### src/design/fdc_sel_cfg.svh
`ifndef FDC_SEL_CFG_SVH
`define FDC_SEL_CFG_SVH

// Host port addresses (primary base)
`define ADDR_STATUS_B 10'h3f1
`define ADDR_DRIVE_OUT 10'h3f2
`define ADDR_TAPE 10'h3f3
`define ADDR_DIG_IN 10'h3f7

// Drive output control fields
`define DOC_FIELD_LSB 0
`define DOC_FIELD_MSB 1
`define DOC_RESET_BIT 2
`define DOC_DMA_BIT 3
`define DOC_MOT0_BIT 4
`define DOC_MOT1_BIT 5
`define DOC_RESET_VAL 6'h00
`define TAPE_RESET_VAL 2'h0

// Status flag lanes inside the edge catcher
`define FLAG_WRITE_GATE 0
`define FLAG_RDATA 1
`define FLAG_WDATA 2
`define FLAG_RISE_MASK 3'h1

// Soft reset least width
`define CLK_MHZ 40
`define SOFT_RESET_MIN_NS 100
`define SOFT_RESET_CYC ((`SOFT_RESET_MIN_NS * `CLK_MHZ + 999) / 1000)

`endif

### src/design/fdc_sel_pkg.sv
package fdc_sel_pkg;

    typedef enum logic [1:0] {
        MODE_LEGACY,
        MODE_FULL_STATUS,
        MODE_ALT_STATUS
    } status_mode_t;

    typedef struct packed {
        logic rd_n;
        logic wr_n;
        logic [9:0] addr;
        logic [7:0] wdata;
    } host_bus_t;

    // Active-high internal levels of the disk interface signals
    typedef struct packed {
        logic write_data;
        logic read_data;
        logic write_gate;
    } disk_lines_t;

    typedef struct packed {
        logic drq;
        logic floppy_irq;
        logic dack_n;
        logic tc;
    } dma_lines_t;

endpackage

### src/design/floppy_drive_select_regs.sv
`timescale 1ns/1ps
`include "fdc_sel_cfg.svh"

module floppy_drive_select_regs
    import fdc_sel_pkg::*;
(
    input wire logic sys_clk,
    input wire logic reset_n,
    input wire host_bus_t host,
    input wire status_mode_t status_mode,
    input wire logic enhanced_mode2,
    input wire logic drive_swap,
    input wire logic [7:0] drive_type_config,
    input wire disk_lines_t disk_lines,
    input wire dma_lines_t dma_core,
    output logic [7:0] data_out,
    output logic [7:0] data_oe_n,
    output logic drive_field0_n,
    output logic drive_field1_n,
    output logic motor_out0_n,
    output logic motor_out1_n,
    output logic soft_reset_n,
    output logic dma_pins_enable,
    output dma_lines_t dma_pins,
    output logic [3:0] dma_oe_n,
    output logic tape_access,
    output logic [1:0] tape_drive
);

    localparam logic [2:0] SRST_CYC = 3'(`SOFT_RESET_CYC);

    logic [5:0] doc_q;
    logic [1:0] tape_sel_q;
    logic [1:0] boot_drive_q;
    logic swap_q;
    logic rd_q;
    logic wr_q;
    logic rd_start;
    logic wr_start;
    logic [2:0] flag_q;
    logic [2:1] toggle_q;
    logic [2:0] srst_cnt_q;
    logic soft_reset_n_q;
    logic sel0_n_q;
    logic sel1_n_q;
    logic mot0_n_q;
    logic mot1_n_q;
    logic dma_en_q;
    logic [7:0] data_out_q;
    logic [7:0] oe_n_d;
    logic [7:0] status_b;
    logic [7:0] tape_rd;
    logic [1:0] type_id;
    logic [1:0] field;
    logic mot0;
    logic mot1;
    logic sel_a_n;
    logic sel_b_n;
    logic dig_in_read;
    logic hit_status_b;
    logic hit_drive_out;
    logic hit_tape;
    logic hit_dig_in;
    logic pins_on;

    // Strobes are levels; act once on their leading cycle
    assign rd_start = ~host.rd_n & ~rd_q;
    assign wr_start = ~host.wr_n & ~wr_q;
    assign dig_in_read = rd_start && hit_dig_in;

    // One decoder feeds the read enables and the clear strobe
    always_comb begin
        hit_status_b = 1'b0;
        hit_drive_out = 1'b0;
        hit_tape = 1'b0;
        hit_dig_in = 1'b0;
        if (host.addr == `ADDR_STATUS_B) begin
            hit_status_b = 1'b1;
        end else if (host.addr == `ADDR_DRIVE_OUT) begin
            hit_drive_out = 1'b1;
        end else if (host.addr == `ADDR_TAPE) begin
            hit_tape = 1'b1;
        end else if (host.addr == `ADDR_DIG_IN) begin
            hit_dig_in = 1'b1;
        end
    end

    always_ff @(posedge sys_clk or negedge reset_n) begin
        if (!reset_n) begin
            rd_q <= 1'b0;
            wr_q <= 1'b0;
        end else begin
            rd_q <= ~host.rd_n;
            wr_q <= ~host.wr_n;
        end
    end

    always_ff @(posedge sys_clk or negedge reset_n) begin
        if (!reset_n) begin
            swap_q <= 1'b0;
        end else begin
            swap_q <= drive_swap;
        end
    end

    // Only the hardware reset, not the soft reset bit, clears this register
    always_ff @(posedge sys_clk or negedge reset_n) begin
        if (!reset_n) begin
            doc_q <= `DOC_RESET_VAL;
        end else if (wr_start && host.addr == `ADDR_DRIVE_OUT) begin
            doc_q <= host.wdata[5:0];
        end
    end

    always_ff @(posedge sys_clk or negedge reset_n) begin
        if (!reset_n) begin
            tape_sel_q <= `TAPE_RESET_VAL;
            boot_drive_q <= 2'h0;
        end else if (wr_start && host.addr == `ADDR_TAPE) begin
            tape_sel_q <= host.wdata[1:0];
            if (enhanced_mode2) begin
                boot_drive_q <= host.wdata[3:2];
            end
        end
    end

    // Stretch so a zero-then-one pair still meets the least width
    always_ff @(posedge sys_clk or negedge reset_n) begin
        if (!reset_n) begin
            srst_cnt_q <= 3'h0;
            soft_reset_n_q <= 1'b0;
        end else begin
            if (!doc_q[`DOC_RESET_BIT]) begin
                srst_cnt_q <= SRST_CYC;
            end else if (srst_cnt_q != 3'h0) begin
                srst_cnt_q <= srst_cnt_q - 3'h1;
            end
            soft_reset_n_q <= doc_q[`DOC_RESET_BIT]
                && (srst_cnt_q <= 3'h1);
        end
    end

    assign field = doc_q[`DOC_FIELD_MSB:`DOC_FIELD_LSB];
    assign mot0 = doc_q[`DOC_MOT0_BIT];
    assign mot1 = doc_q[`DOC_MOT1_BIT];
    // Fields 10 and 11 select nothing: drives 2 and 3 absent
    assign sel_a_n = ~(field == 2'h0 && mot0);
    assign sel_b_n = ~(field == 2'h1 && mot1);

    always_ff @(posedge sys_clk or negedge reset_n) begin
        if (!reset_n) begin
            sel0_n_q <= 1'b1;
            sel1_n_q <= 1'b1;
            mot0_n_q <= 1'b1;
            mot1_n_q <= 1'b1;
        end else if (swap_q) begin
            sel0_n_q <= sel_b_n;
            sel1_n_q <= sel_a_n;
            mot0_n_q <= ~mot1;
            mot1_n_q <= ~mot0;
        end else begin
            sel0_n_q <= sel_a_n;
            sel1_n_q <= sel_b_n;
            mot0_n_q <= ~mot0;
            mot1_n_q <= ~mot1;
        end
    end

    always_ff @(posedge sys_clk or negedge reset_n) begin
        if (!reset_n) begin
            dma_en_q <= 1'b0;
        end else if (status_mode == MODE_FULL_STATUS) begin
            dma_en_q <= 1'b1;
        end else begin
            dma_en_q <= doc_q[`DOC_DMA_BIT];
        end
    end

    // Full status mode keeps the pins live even while reset clears the bit,
    // so this term must not come from a flop
    assign pins_on = dma_en_q || status_mode == MODE_FULL_STATUS;

    // Disabled acknowledge and terminal count read as idle
    assign dma_pins.drq = dma_core.drq;
    assign dma_pins.floppy_irq = dma_core.floppy_irq;
    assign dma_pins.dack_n = dma_core.dack_n | ~pins_on;
    assign dma_pins.tc = dma_core.tc & pins_on;
    assign dma_oe_n = {~pins_on, ~pins_on, 2'b11};

    disk_edge_flags u_flags (
        .sys_clk(sys_clk),
        .reset_n(reset_n),
        .lines(disk_lines),
        .clear(dig_in_read),
        .flag_q(flag_q),
        .toggle_q(toggle_q)
    );

    always_comb begin
        if (status_mode == MODE_ALT_STATUS) begin
            status_b = {1'b1,
                        sel1_n_q, sel0_n_q,
                        flag_q[`FLAG_WDATA], flag_q[`FLAG_RDATA],
                        flag_q[`FLAG_WRITE_GATE],
                        2'b11};
        end else begin
            status_b = {2'b11, doc_q[`DOC_FIELD_LSB], toggle_q[2],
                        toggle_q[1], disk_lines.write_gate,
                        ~mot1_n_q, ~mot0_n_q};
        end
    end

    always_comb begin
        case (field)
            2'h0: type_id = drive_type_config[1:0];
            2'h1: type_id = drive_type_config[3:2];
            2'h2: type_id = drive_type_config[5:4];
            default: type_id = drive_type_config[7:6];
        endcase
    end

    assign tape_rd = enhanced_mode2
        ? {2'b00, type_id, boot_drive_q, tape_sel_q}
        : {6'h00, tape_sel_q};

    always_comb begin
        oe_n_d = 8'hff;
        if (host.rd_n) begin
            oe_n_d = 8'hff;
        end else if (hit_status_b) begin
            if (status_mode != MODE_LEGACY) begin
                oe_n_d = 8'h00;
            end
        end else if (hit_drive_out) begin
            oe_n_d = 8'h00;
        end else if (hit_tape) begin
            oe_n_d = enhanced_mode2 ? 8'h00 : 8'hfc;
        end
    end

    always_ff @(posedge sys_clk or negedge reset_n) begin
        if (!reset_n) begin
            data_out_q <= 8'h00;
        end else if (host.addr == `ADDR_STATUS_B) begin
            data_out_q <= status_b;
        end else if (host.addr == `ADDR_DRIVE_OUT) begin
            data_out_q <= {2'b00, doc_q};
        end else if (host.addr == `ADDR_TAPE) begin
            data_out_q <= tape_rd;
        end else begin
            data_out_q <= 8'h00;
        end
    end

    assign data_out = data_out_q;
    assign data_oe_n = oe_n_d;
    assign drive_field0_n = sel0_n_q;
    assign drive_field1_n = sel1_n_q;
    assign motor_out0_n = mot0_n_q;
    assign motor_out1_n = mot1_n_q;
    assign soft_reset_n = soft_reset_n_q;
    assign dma_pins_enable = dma_en_q;
    assign tape_drive = tape_sel_q;
    // Drive 0 never matches: encoding 00 means no tape drive
    assign tape_access = tape_sel_q != 2'h0
        && tape_sel_q == field;

endmodule

### src/design/disk_edge_flags.sv
`timescale 1ns/1ps
`include "fdc_sel_cfg.svh"

module disk_edge_flags
    import fdc_sel_pkg::*;
(
    input wire logic sys_clk,
    input wire logic reset_n,
    input wire disk_lines_t lines,
    input wire logic clear,
    output logic [2:0] flag_q,
    output logic [2:1] toggle_q
);

    logic [2:0] level;
    logic [2:0] prev_q;
    localparam logic [2:0] RISE = `FLAG_RISE_MASK;

    assign level = lines;

    always_ff @(posedge sys_clk or negedge reset_n) begin
        if (!reset_n) begin
            prev_q <= 3'h0;
        end else begin
            prev_q <= level;
        end
    end

    genvar i;
    generate
        for (i = 0; i < 3; i++) begin : g_flag
            logic hit;
            assign hit = RISE[i] ? (level[i] & ~prev_q[i])
                                 : (~level[i] & prev_q[i]);
            // Edge in the clearing cycle still sets the flag
            always_ff @(posedge sys_clk or negedge reset_n) begin
                if (!reset_n) begin
                    flag_q[i] <= 1'b0;
                end else if (hit) begin
                    flag_q[i] <= 1'b1;
                end else if (clear) begin
                    flag_q[i] <= 1'b0;
                end
            end
            if (i > 0) begin : g_tog
                always_ff @(posedge sys_clk or negedge reset_n) begin
                    if (!reset_n) begin
                        toggle_q[i] <= 1'b0;
                    end else if (hit) begin
                        toggle_q[i] <= ~toggle_q[i];
                    end
                end
            end
        end
    endgenerate

endmodule

### config.mk
export PLATFORM = sky130hd
export DESIGN_NAME = floppy_drive_select_regs
export DESIGN_NICKNAME = d
export VERILOG_FILES = /design/src/design/fdc_sel_pkg.sv /design/src/design/floppy_drive_select_regs.sv /design/src/design/disk_edge_flags.sv
export VERILOG_INCLUDE_DIRS = /design/src /design/src/design
export SDC_FILE = /design/constraint.sdc
export NUM_CORES = 1
export LEC_CHECK = 0
export BUFFER_PORTS_ARGS = -buffer_cell sky130_fd_sc_hd__clkbuf_2
export CORE_MARGIN = 2
export CORE_UTILIZATION = 43
export CTS_CLUSTER_DIAMETER = 120
export DETAILED_ROUTE_END_ITERATION = 16
export GPL_TIMING_DRIVEN = 0
export PLACE_DENSITY = 0.87
export SETUP_SLACK_MARGIN = 0.1
export SLEW_MARGIN = 20
export SYNTH_ARGS = -nofsm -noshare
export SYNTH_HDL_FRONTEND = slang
export SYNTH_SLANG_ARGS = --single-unit
### constraint.sdc
create_clock -name sys_clk -period 2 [get_ports sys_clk]
set_clock_uncertainty 0.1 [all_clocks]
set_input_delay 0.5 -clock sys_clk [delete_from_list [all_inputs] [get_ports sys_clk]]
set_output_delay 0.5 -clock sys_clk [all_outputs]
set_load 0.1 [all_outputs]
==> results of run 1 <==
-- what timing repair did --
item / 4_1_cts / 5_1_grt
setup endpoints to repair: 21 / 30
gates resized for setup: 40 / 18
buffers inserted: 8 / 6
pin swaps: 5 / 4
-- per-stage QoR --
| step | TNS (ns) | util, % |
|---|---|---|
| 6_report | -2.98 | 72.1 |
| 5_1_grt | -3.55 | 72.1 |
| 4_1_cts | -3.22 | 69.8 |
| 2_1_floorplan | -3.68 | - |
| 3_3_place_gp | -7.10 | 59.7 |
| 3_5_place_dp | -7.99 | 59.7 |
-- worst register-to-register path: cells and delay by family, from the launching register on --
| family | cells | cell delay [ns] |
|---|---|---|
| AOI/OAI and AO/OA | 1 | 0.05 |
| buffers and inverters | 3 | 0.39 |
| DFF | 1 | 0.37 |
| muxes | 1 | 0.50 |
| and+or+nand+nor | 1 | 0.08 |
-- sequential cells by signal, indices dropped and copies added, names as in the netlist, 2 cells and up --
name	count
data_out	8
doc_q	6
srst_cnt_q	3
u_flags.flag_q	3
u_flags.prev_q	3
boot_drive_q	2
tape_drive	2
u_flags.toggle_q	2
-- cell type report --
type	instances	share of cell area (%)
clock buffers	5	2.34
multi-input cells	102	29.4
flip-flops and latches	38	32.8
plain buffers	14	6.24
clock inverters	3	2.34
repair buffers	80	23.5
well taps	50	2.12
inverters	10	1.27
-- per-layer routing --
layer	global-route usage (%)	part of all wire (%)	vias up
met3	5.67	7.8	5
met5	0	0	-
met1	22.2	38	738
met2	37.1	53	71
met4	5.98	1.1	0
li1	-	-	731
-- worst paths after layout --
kind | startpoint | end | slack (ns) | cells past startpoint
min | drive_swap | swap_q$_DFF_PN0_ | 0.21 | 1
max | host[10] | data_oe_n[3] | -0.39 | 7
max reg2reg | doc_q[0]$_DFFE_PN0P_ | data_out[5]$_DFF_PN0_ | 0.34 | 6
min in group asynchronous | reset_n | swap_q$_DFF_PN0_ | 0.23 | 1
max in group asynchronous | reset_n | dma_pins_enable$_DFF_PN0_ | 0.90 | 1
min reg2reg | u_flags.prev_q[0]$_DFF_PN0_ | u_flags.flag_q[0]$_DFFE_PN0P_ | 0.34 | 1
-- cell usage in the layout (no fill, tap or decap), drive strengths merged --
master	Yosys	routed
conb	1	2
o211a	1	1
o21ai	6	6
dfstp	4	4
inv	10	10
nand3	2	2
nand2b	5	5
and3	2	2
xnor2	4	4
a211oi	2	2
o21a	1	1
mux2	12	12
buf	13	33
mux4	2	2
nor2	9	9
o22ai	1	1
or4	1	1
ha	3	3
o221ai	1	1
a21oi	7	7
dfrtp	34	34
nor3	3	3
nor4	1	1
nor2b	2	2
nand3b	1	1
nand4bb	1	1
nand2	12	12
and2	1	1
clkbuf	3	66
mux2i	3	3
nand4	1	1
bufinv	0	2
nor3b	3	3
or2	3	3
clkinv	0	1
a31oi	5	5
a22oi	4	4
a21o	1	1
-- kinds of logic after synthesis --
| family | count (synthesis) |
|---|---|
| adder cells (fa/ha/maj) | 3 |
| multiplexers | 17 |
| flip-flops | 38 |
| AND/OR/NAND/NOR | 47 |
| XOR/XNOR | 4 |
| other | 1 |
| AO/OA/AOI/OAI | 29 |
| buffers and inverters | 26 |
-- power by group --
part	leakage, uW	internal, uW	switching, uW
logic	0.000925	118	186
clock network	0.0000683	500	284
registers	0.000470	800	21.8
total	0.00146	1420	492
==> key figures, run 1 <==
Run status
  • Status: complete, but fails checks
  • Violated checks: negative setup slack

Place
  • Setup WS pre-CTS: -0.682 ns
  • Placed instance count: 282
  • Placed inst area: 2440 um^2
  • Detail Placement HPWL: 3180 um
  • Routability cong.: 0.808
  • I/O Buffers: 66

Synthesis
  • Xor/xnor cell area share of the yosys netlist: 1.88%
  • Register bit total from synthesis: 38
  • Cell count after synthesis: 165
  • Synth area leader: dfrtp_1
  • Mux cell area share after synthesis: 11.7%
  • Compound-cell area share of the yosys netlist: 9.73%
  • Synth Area in Adders: 2.01%
  • Synth async-reset ratio: 100%
  • Synth Area in Simple Gates: 15.6%
  • Top FF cell, synth: dfrtp_1
  • Avg Inst Size Synth: 11.3 um^2
  • Area contributors post-synth: dfrtp_1, mux2_2, dfstp_2
  • Combinational family with the most area after synthesis: simple AND/OR/NAND/NOR gates
  • YS warnings: 0
  • EDFF count, synth: 0
  • Count leader, synth: dfrtp_1
  • Post-synth top area share: 45.6%
  • Synth top cells by count: dfrtp_1, nand2_1, buf_4
  • Sequential area share after synthesis: 51.3%
  • Cell area after synthesis: 1860 um^2
  • Unique masters post-synth: 40

Finish
  • Share of cells above drive strength 1: 56.3%
  • Ant diodes: 0
  • Multi-input logic area: 866 um^2
  • Fillers: 282
  • Post-route cell area: 2950 um^2
  • NumNets Final: 295
  • Register area: 966 um^2
  • Final Non-Filler Cells: 302
  • Area growth, synth to finish: 58.1%

Power
  • Total power: 1910 uW
  • Leakage: 0.00146 uW
  • Power per cell area: 648 nW/um^2
  • Worst IR Drop VDD: 494 uV

Flow run
  • Max-Cap Viols: 0

Floorplan
  • Cell Rows: 23
  • Die area: 4880 um^2
  • Die H: 69.8 um
  • Top-Level Pins: 74
  • Initial core utilization: 45.6%
  • Core area: 4090 um^2
  • Die Width: 69.8 um

Global routing
  • First-pass GRT wire length: 7690 um
  • GRT Total Usage: 20.1%
  • GRT overflow: 0
  • Initial antenna violation count: 0
  • Largest net degree at the start of global routing: 39
  • Vias in the first global route: 1614

Setup path
  • WS Path Type: in -> out
  • Highest cell delay on the worst timing path: 0.26 ns
  • Buf/Inv on CP: 3
  • Cell family with most CP delay: simple AND/OR/NAND/NOR gates
  • CP max stage cell: or2_4
  • Crit start category: input pin
  • CP required: 1.40 ns
  • WP data arrival: 1.79 ns
  • Crit-path max FO: 6
  • CP cell instances: buf_8 -> nand4bb_4 -> or2_4 -> nor2_4 -> o221ai_4 -> buf_12 -> clkbuf_16
  • CP Capture Type: output pin

CTS
  • CTS tree: done
  • Cell at the root of the clock tree: clkbuf_8
  • TritonCTS Buffers: 5
  • Clk_lat worst skew: 0.29 ns
  • CTS Sinks: 38
  • CTS max path bufs: 2
  • Clock transition at path regs: 0.08 ns
  • CTS Hold Buffers Added: 0
  • H-tree depth: 2

Min path
  • Hold Crit Class: in -> reg

STA
  • Slew headroom: 38.7%
  • Hold slack: 0.207 ns
  • RSZ-0062 raised after global routing: true
  • Setup violations, final: 9
  • Fin crit period: 2.39 ns
  • Worst-Margin Slew: 0.919 ns
  • Max Clock Freq: 418 MHz
  • Post-layout worst setup margin: -0.395 ns
  • Final Cycle Share: 120%
  • Hold Violations, Final: 0
  • Max-slew violation count: 0

Route
  • Drt wl/cell: 15.9 um
  • First-pass iteration count of the detailed router: 4
  • Vias per Instance: 5.12
  • Residual DRC: 0
  • First DRT Iteration DRCs: 46
  • Via count: 1545
  • Antenna-violating nets left: 0
  • Total Wirelength: 4800 um
(Power assumes the default switching activity.)
==> inputs of run 2 (changes only) <==
--- a/config.mk
+++ b/config.mk
@@ -7,7 +7,6 @@
 export NUM_CORES = 1
 export LEC_CHECK = 0
 export BUFFER_PORTS_ARGS = -buffer_cell sky130_fd_sc_hd__clkbuf_2
-export CORE_MARGIN = 2
 export CORE_UTILIZATION = 43
 export CTS_CLUSTER_DIAMETER = 120
 export DETAILED_ROUTE_END_ITERATION = 16
==> key figures, run 2 (synthesized netlist as in run 1, its figures left out) <==
Run status
  • Status: complete, but fails checks
  • Violated checks: negative setup slack

STA
  • Setup violations, final: 15 (+6)
  • Hold Violations, Final: 0 (unchanged)
  • Worst-Margin Slew: 0.916 ns (-0.00313 ns)
  • RSZ-0062 raised after global routing: true
  • Fin Setup TNS: -3.58 ns (-0.604 ns)
  • Post-layout worst setup margin: -0.401 ns (-0.00645 ns)
  • Final Cycle Share: 120% (+0.32 points)
  • Fin crit period: 2.40 ns (+0.00645 ns)
  • Slew headroom: 38.9% (+0.21 points)
  • Max-slew violation count: 0 (unchanged)
  • Max Clock Freq: 416 MHz (-0.27%)
  • Hold slack: 0.208 ns (+0.00176 ns)

Setup path
  • WS Path Type: in -> out
  • CP cell instances: buf_8 -> nand4bb_4 -> or2_4 -> nor2_4 -> o221ai_4 -> buf_12 -> clkbuf_16
  • CP max stage cell: or2_4
  • Highest cell delay on the worst timing path: 0.25 ns (about the same)
  • Worst Reg2Reg Path Length in Cells: 6 (unchanged)
  • Crit start category: input pin
  • Buf/Inv on CP: 3 (unchanged)
  • Reg-to-reg startpoint: doc_q[0]$_DFFE_PN0P_
  • CP Capture Type: output pin
  • WP data arrival: 1.80 ns (about the same)
  • Crit-path max FO: 6 (unchanged)
  • Worst R2R End: data_out[5]$_DFF_PN0_
  • Worst reg2reg setup slack: 0.35 ns (about the same)
  • Cell family with most CP delay: simple AND/OR/NAND/NOR gates
  • CP required: 1.40 ns (about the same)

Power
  • Worst IR Drop VDD: 309 uV (-37%)
  • Clock Power Share: 31.3% (-9.7 points)
  • Seq pwr share: 50.6% (+7.6 points)
  • Power per cell area: 566 nW/um^2 (-13%)
  • Sw frac: 28.8% (+3.0 points)
  • Leakage: 0.00143 uW (-2.4%)
  • P_int: 1160 uW (-18%)
  • Psw: 468 uW (-5.0%)
  • Combinational share of power: 18.1% (+2.2 points)

Global routing
  • GRT overflow: 0 (unchanged)
  • Vias in the first global route: 1595 (-1.2%)
  • Largest net degree at the start of global routing: 39 (unchanged)
  • Initial antenna violation count: 0 (unchanged)
  • GRT Total Usage: 22.8% (+2.7 points)
  • First-pass GRT wire length: 7400 um (-3.8%)

Route
  • Antenna-violating nets left: 0 (unchanged)
  • Via count: 1517 (-1.8%)
  • First DRT Iteration DRCs: 65 (+41%)
  • Drt wl/cell: 15.4 um (-3.0%)
  • Total Wirelength: 4640 um (-3.3%)
  • Residual DRC: 0 (unchanged)
  • Vias per Instance: 5.04 (-1.5%)
  • First-pass iteration count of the detailed router: 4 (unchanged)

Finish
  • Commonest cells after routing, fill and taps aside: clkbuf_2, dfrtp_1, buf_4
  • Fillers: 288 (+2.1%)
  • Final Non-Filler Cells: 301 (-0.33%)
  • NumNets Final: 294 (-0.34%)
  • Post-route cell area: 2880 um^2 (-2.4%)
  • Ant diodes: 0 (unchanged)
  • Largest register FFs: 8 (unchanged)
  • Most common cell after layout, fill and taps aside: clkbuf_2
  • Area growth, synth to finish: 54.3%
  • Share of cells above drive strength 1: 55.4% (-0.97 points)

Min path
  • Hold path cells: 1 (unchanged)
  • Hold Crit Class: in -> reg
  • Hold path endpoint: swap_q$_DFF_PN0_
  • HP Start: drive_swap

Place
  • Routability cong.: 0.801 (-0.89%)
  • I/O Buffers: 66 (unchanged)
  • Placed instance count: 282 (unchanged)
  • Placed inst area: 2440 um^2 (unchanged)
  • Detail Placement HPWL: 3250 um (+2.2%)

Floorplan
  • Top-Level Pins: 74 (unchanged)
  • Die H: 67.8 um (-2.9%)
  • Initial core utilization: 45.6% (unchanged)
  • Cell Rows: 23 (unchanged)
  • Die area: 4600 um^2 (-5.6%)
  • Core area: 4090 um^2 (unchanged)
  • Die Width: 67.8 um (-2.9%)

CTS
  • Cell at the root of the clock tree: clkbuf_8
  • Clk_lat worst skew: 0.29 ns (about the same)
  • CTS max path bufs: 2 (unchanged)
  • TritonCTS Buffers: 5 (unchanged)
  • CTS tree: done
  • Clock transition at path regs: 0.07 ns (about the same)
  • H-tree depth: 2 (unchanged)
  • CTS Hold Buffers Added: 0 (unchanged)
  • CTS Sinks: 38 (unchanged)

Flow run
  • Max-Cap Viols: 0 (unchanged)
run 2: cell types whose count changed in the layout (fill, tap and decap cells not counted), sizes merged:
cell,delta
bufinv,-2
buf,-1
clkinv,+1
clkbuf,+1
run 2: repair_timing:
| action | CTS | global route |
|---|---|---|
| endpoints found under the setup margin | 22 | 29 |
| resized for setup | 40 | 14 |
| pin swaps | 6 | 5 |
| setup buffers | 9 | 4 |
run 2: worst max path at each step:
stage / start / end / slack, ns / cells past startpoint
after floorplan: host[10] / data_oe_n[3] / -0.51 / 5
after global placement: host[10] / data_oe_n[7] / -0.64 / 7
after detailed placement: host[10] / data_oe_n[7] / -0.67 / 7
after CTS: host[11] / data_oe_n[7] / -0.43 / 7
after global routing: host[10] / data_oe_n[4] / -0.44 / 7
final: host[10] / data_oe_n[4] / -0.40 / 7
run 2: layer usage:
layer / vias up / GRT usage [%] / routed length (um)
met5: - / 0 / 0
met4: 0 / 8.07 / 55
met3: 6 / 7.17 / 299
met2: 52 / 40.0 / 2440
met1: 729 / 26.1 / 1840
li1: 730 / - / -
run 2: final cells by class:
cell class	instances	area [um^2]	share of cell area, %
buffer	14	184	6.39
clock buffer	6	72.6	2.52
clock inverter	2	13.8	0.478
inverter	10	37.5	1.30
multi-input combinational	102	857	29.8
sequential	38	966	33.6
tap	50	62.6	2.17
timing repair buffer	79	683	23.7
run 2: worst reg2reg max path, cell delays in order (launching register included):
cell      delay (ns)
dfrtp_1         0.36
clkbuf_8        0.13
buf_4           0.10
buf_4           0.15
mux4_2          0.51
nand2_1         0.08
a22oi_1         0.06
run 2: power groups by stage:
stage / clock (uW) / combinational, uW / sequential, uW
floorplan: 0 / 165 / 848
detailed placement: 0 / 265 / 837
finish: 509 / 295 / 824
global route: 575 / 314 / 827
global placement: 0 / 258 / 835
CTS: 527 / 286 / 823
run 2: stage by stage:
step / worst slack (ns) / util [%] / total power, uW
floorplan: -0.505 / - / 1010
global route: -0.439 / 70.4 / 1720
CTS: -0.426 / 68.9 / 1640
finish: -0.401 / 70.4 / 1630
global placement: -0.643 / 59.7 / 1090
detailed placement: -0.673 / 59.7 / 1100
==> inputs of run 3 (changes only) <==
--- a/config.mk
+++ b/config.mk
@@ -6,13 +6,15 @@
 export SDC_FILE = /design/constraint.sdc
 export NUM_CORES = 1
 export LEC_CHECK = 0
-export BUFFER_PORTS_ARGS = -buffer_cell sky130_fd_sc_hd__clkbuf_2
+export BUFFER_PORTS_ARGS = -buffer_cell sky130_fd_sc_hd__buf_4
+export CORE_MARGIN = 3
 export CORE_UTILIZATION = 43
 export CTS_CLUSTER_DIAMETER = 120
 export DETAILED_ROUTE_END_ITERATION = 16
 export GPL_TIMING_DRIVEN = 0
 export PLACE_DENSITY = 0.87
 export SETUP_SLACK_MARGIN = 0.1
+export SKIP_CTS_REPAIR_TIMING = 1
 export SLEW_MARGIN = 20
 export SYNTH_ARGS = -nofsm -noshare
 export SYNTH_HDL_FRONTEND = slang
==> key figures, run 3 (synthesized netlist as in run 1, its figures left out) <==
Run status
  • Status: complete, but fails checks
  • Violated checks: negative setup slack

Finish
  • Post-route cell area: 2940 um^2 (+2.3%)
  • Area growth, synth to finish: 57.9%
  • Ant diodes: 0 (unchanged)
  • Share of cells above drive strength 1: 54.6% (-0.80 points)
  • Commonest cells after routing, fill and taps aside: buf_4, dfrtp_1, buf_12
  • Largest register FFs: 8 (unchanged)
  • Most common cell after layout, fill and taps aside: buf_4
  • NumNets Final: 294 (unchanged)

Route
  • First DRT Iteration DRCs: 67 (+3.1%)
  • Residual DRC: 0 (unchanged)
  • Via count: 1563 (+3.0%)
  • Antenna-violating nets left: 0 (unchanged)
  • First-pass iteration count of the detailed router: 4 (unchanged)
  • Total Wirelength: 4880 um (+5.2%)
  • Vias per Instance: 5.19 (+3.0%)
  • Drt wl/cell: 16.2 um (+5.2%)

Power
  • Total power: 1640 uW (+0.88%)
  • Worst IR Drop VDD: 349 uV (+13%)
  • Leakage: 0.00143 uW (about the same)
  • Power per cell area: 558 nW/um^2 (-1.4%)

CTS
  • Clock transition at path regs: 0.07 ns (about the same)
  • CTS tree: done
  • H-tree depth: 2 (unchanged)
  • TritonCTS Buffers: 5 (unchanged)
  • Clk_lat worst skew: 0.29 ns (about the same)
  • Cell at the root of the clock tree: clkbuf_8
  • CTS Sinks: 38 (unchanged)
  • CTS max path bufs: 2 (unchanged)

Setup path
  • CP max stage cell: or2_4
  • WS Path Type: in -> out
  • Cell family with most CP delay: simple AND/OR/NAND/NOR gates
  • Worst Reg2Reg Path Length in Cells: 5 (-1)
  • WP data arrival: 1.84 ns (+0.04 ns)
  • Worst Setup SP: host[11]
  • Buf/Inv on CP: 3 (unchanged)
  • CP cell instances: buf_6 -> nand4bb_4 -> or2_4 -> nor2_4 -> o221ai_4 -> buf_12 -> buf_12
  • Highest cell delay on the worst timing path: 0.29 ns (+0.04 ns)
  • Worst R2R End: data_out[5]$_DFF_PN0_
  • CP Capture Type: output pin
  • CP required: 1.40 ns (about the same)
  • Crit-path max FO: 6 (unchanged)
  • Worst reg2reg setup slack: 0.47 ns (+0.12 ns)
  • Reg-to-reg startpoint: doc_q[0]$_DFFE_PN0P_
  • Crit start category: input pin
  • Crit-path most repeated cell: buf_12

Global routing
  • Initial antenna violation count: 0 (unchanged)
  • Largest net degree at the start of global routing: 39 (unchanged)
  • GRT Total Usage: 18.1% (-4.7 points)
  • First-pass GRT wire length: 6910 um (-6.7%)
  • GRT overflow: 0 (unchanged)
  • Vias in the first global route: 1427 (-11%)

STA
  • Worst-Margin Slew: 0.901 ns (-0.0150 ns)
  • Final Cycle Share: 122% (+2.1 points)
  • Slew headroom: 39.4% (+0.50 points)
  • Max Clock Freq: 409 MHz (-1.7%)
  • Post-layout worst setup margin: -0.442 ns (-0.0415 ns)
  • Setup violations, final: 15 (unchanged)
  • Hold Violations, Final: 0 (unchanged)
  • Max-slew violation count: 0 (unchanged)
  • Fin Setup TNS: -3.40 ns (+0.184 ns)
  • Fin crit period: 2.44 ns (+0.0415 ns)
  • RSZ-0062 raised after global routing: true

Floorplan
  • Initial core utilization: 45.6% (unchanged)
  • Top-Level Pins: 74 (unchanged)
  • Die Width: 71.8 um (+5.9%)
  • Die H: 71.8 um (+5.9%)
  • Core area: 4090 um^2 (unchanged)
  • Cell Rows: 23 (unchanged)
  • Die area: 5160 um^2 (+12%)

Place
  • Routability cong.: 0.760 (-5.1%)
  • Placed inst area: 2610 um^2 (+6.8%)
  • Detail Placement HPWL: 3400 um (+4.7%)
  • I/O Buffers: 66 (unchanged)
  • Setup WS pre-CTS: -0.554 ns (+0.119 ns)

Min path
  • Hold Crit Class: in -> async

Flow run
  • Max-Cap Viols: 0 (unchanged)
-- run 3: changes by cell type in the layout (fill, tap and decap cells not counted), moves of 2 or more --
cell,previous run,this run
clkbuf_1,2,4
clkbuf_16,10,0
buf_6,3,5
buf_2,4,1
buf_4,16,67
clkbuf_2,47,0
clkbuf_4,2,0
buf_12,8,17
-- run 3: final cells by class --
cell class	count	area [um^2]
Timing Repair Buffer	78	737
Inverter	10	37.5
Tap cell	50	62.6
Clock buffer	8	80.1
Sequential cell	38	966
Fill cell	301	1140
Buffer	15	201
Multi-Input combinational cell	102	860
-- run 3: how the worst max path moves through the flow --
stage	to	slack, ns	depth (start not counted)
final	data_oe_n[6]	-0.44	7
after global routing	data_oe_n[5]	-0.49	7
after CTS	data_oe_n[6]	-0.55	7
after detailed placement	data_oe_n[6]	-0.55	7
after global placement	data_oe_n[3]	-0.52	7
after floorplan	data_oe_n[3]	-0.51	5
-- run 3: layer usage --
layer	up-vias	routed length, um	GRT usage, %
met5	-	0	0
met4	0	124	9.81
met3	13	393	5.75
met2	72	2500	28.9
met1	749	1860	21.8
li1	729	-	-
-- run 3: per-stage QoR --
step | instances | util, % | hold WS, ns
2_1_floorplan | 166 | - | 0.104
3_3_place_gp | 282 | 63.8 | 0.334
3_5_place_dp | 282 | 63.8 | 0.340
4_1_cts | 290 | 65.7 | 0.0656
5_1_grt | 301 | 72.0 | 0.0878
6_report | 301 | 72.0 | 0.0619
-- run 3: report_power, final --
group | total (uW) | internal (uW) | switching (uW) | leakage (uW)
registers | 823 | 801 | 22.5 | 0.000470
clock network | 502 | 248 | 255 | 0.0000395
logic | 316 | 133 | 182 | 0.000919
total | 1640 | 1180 | 460 | 0.00143
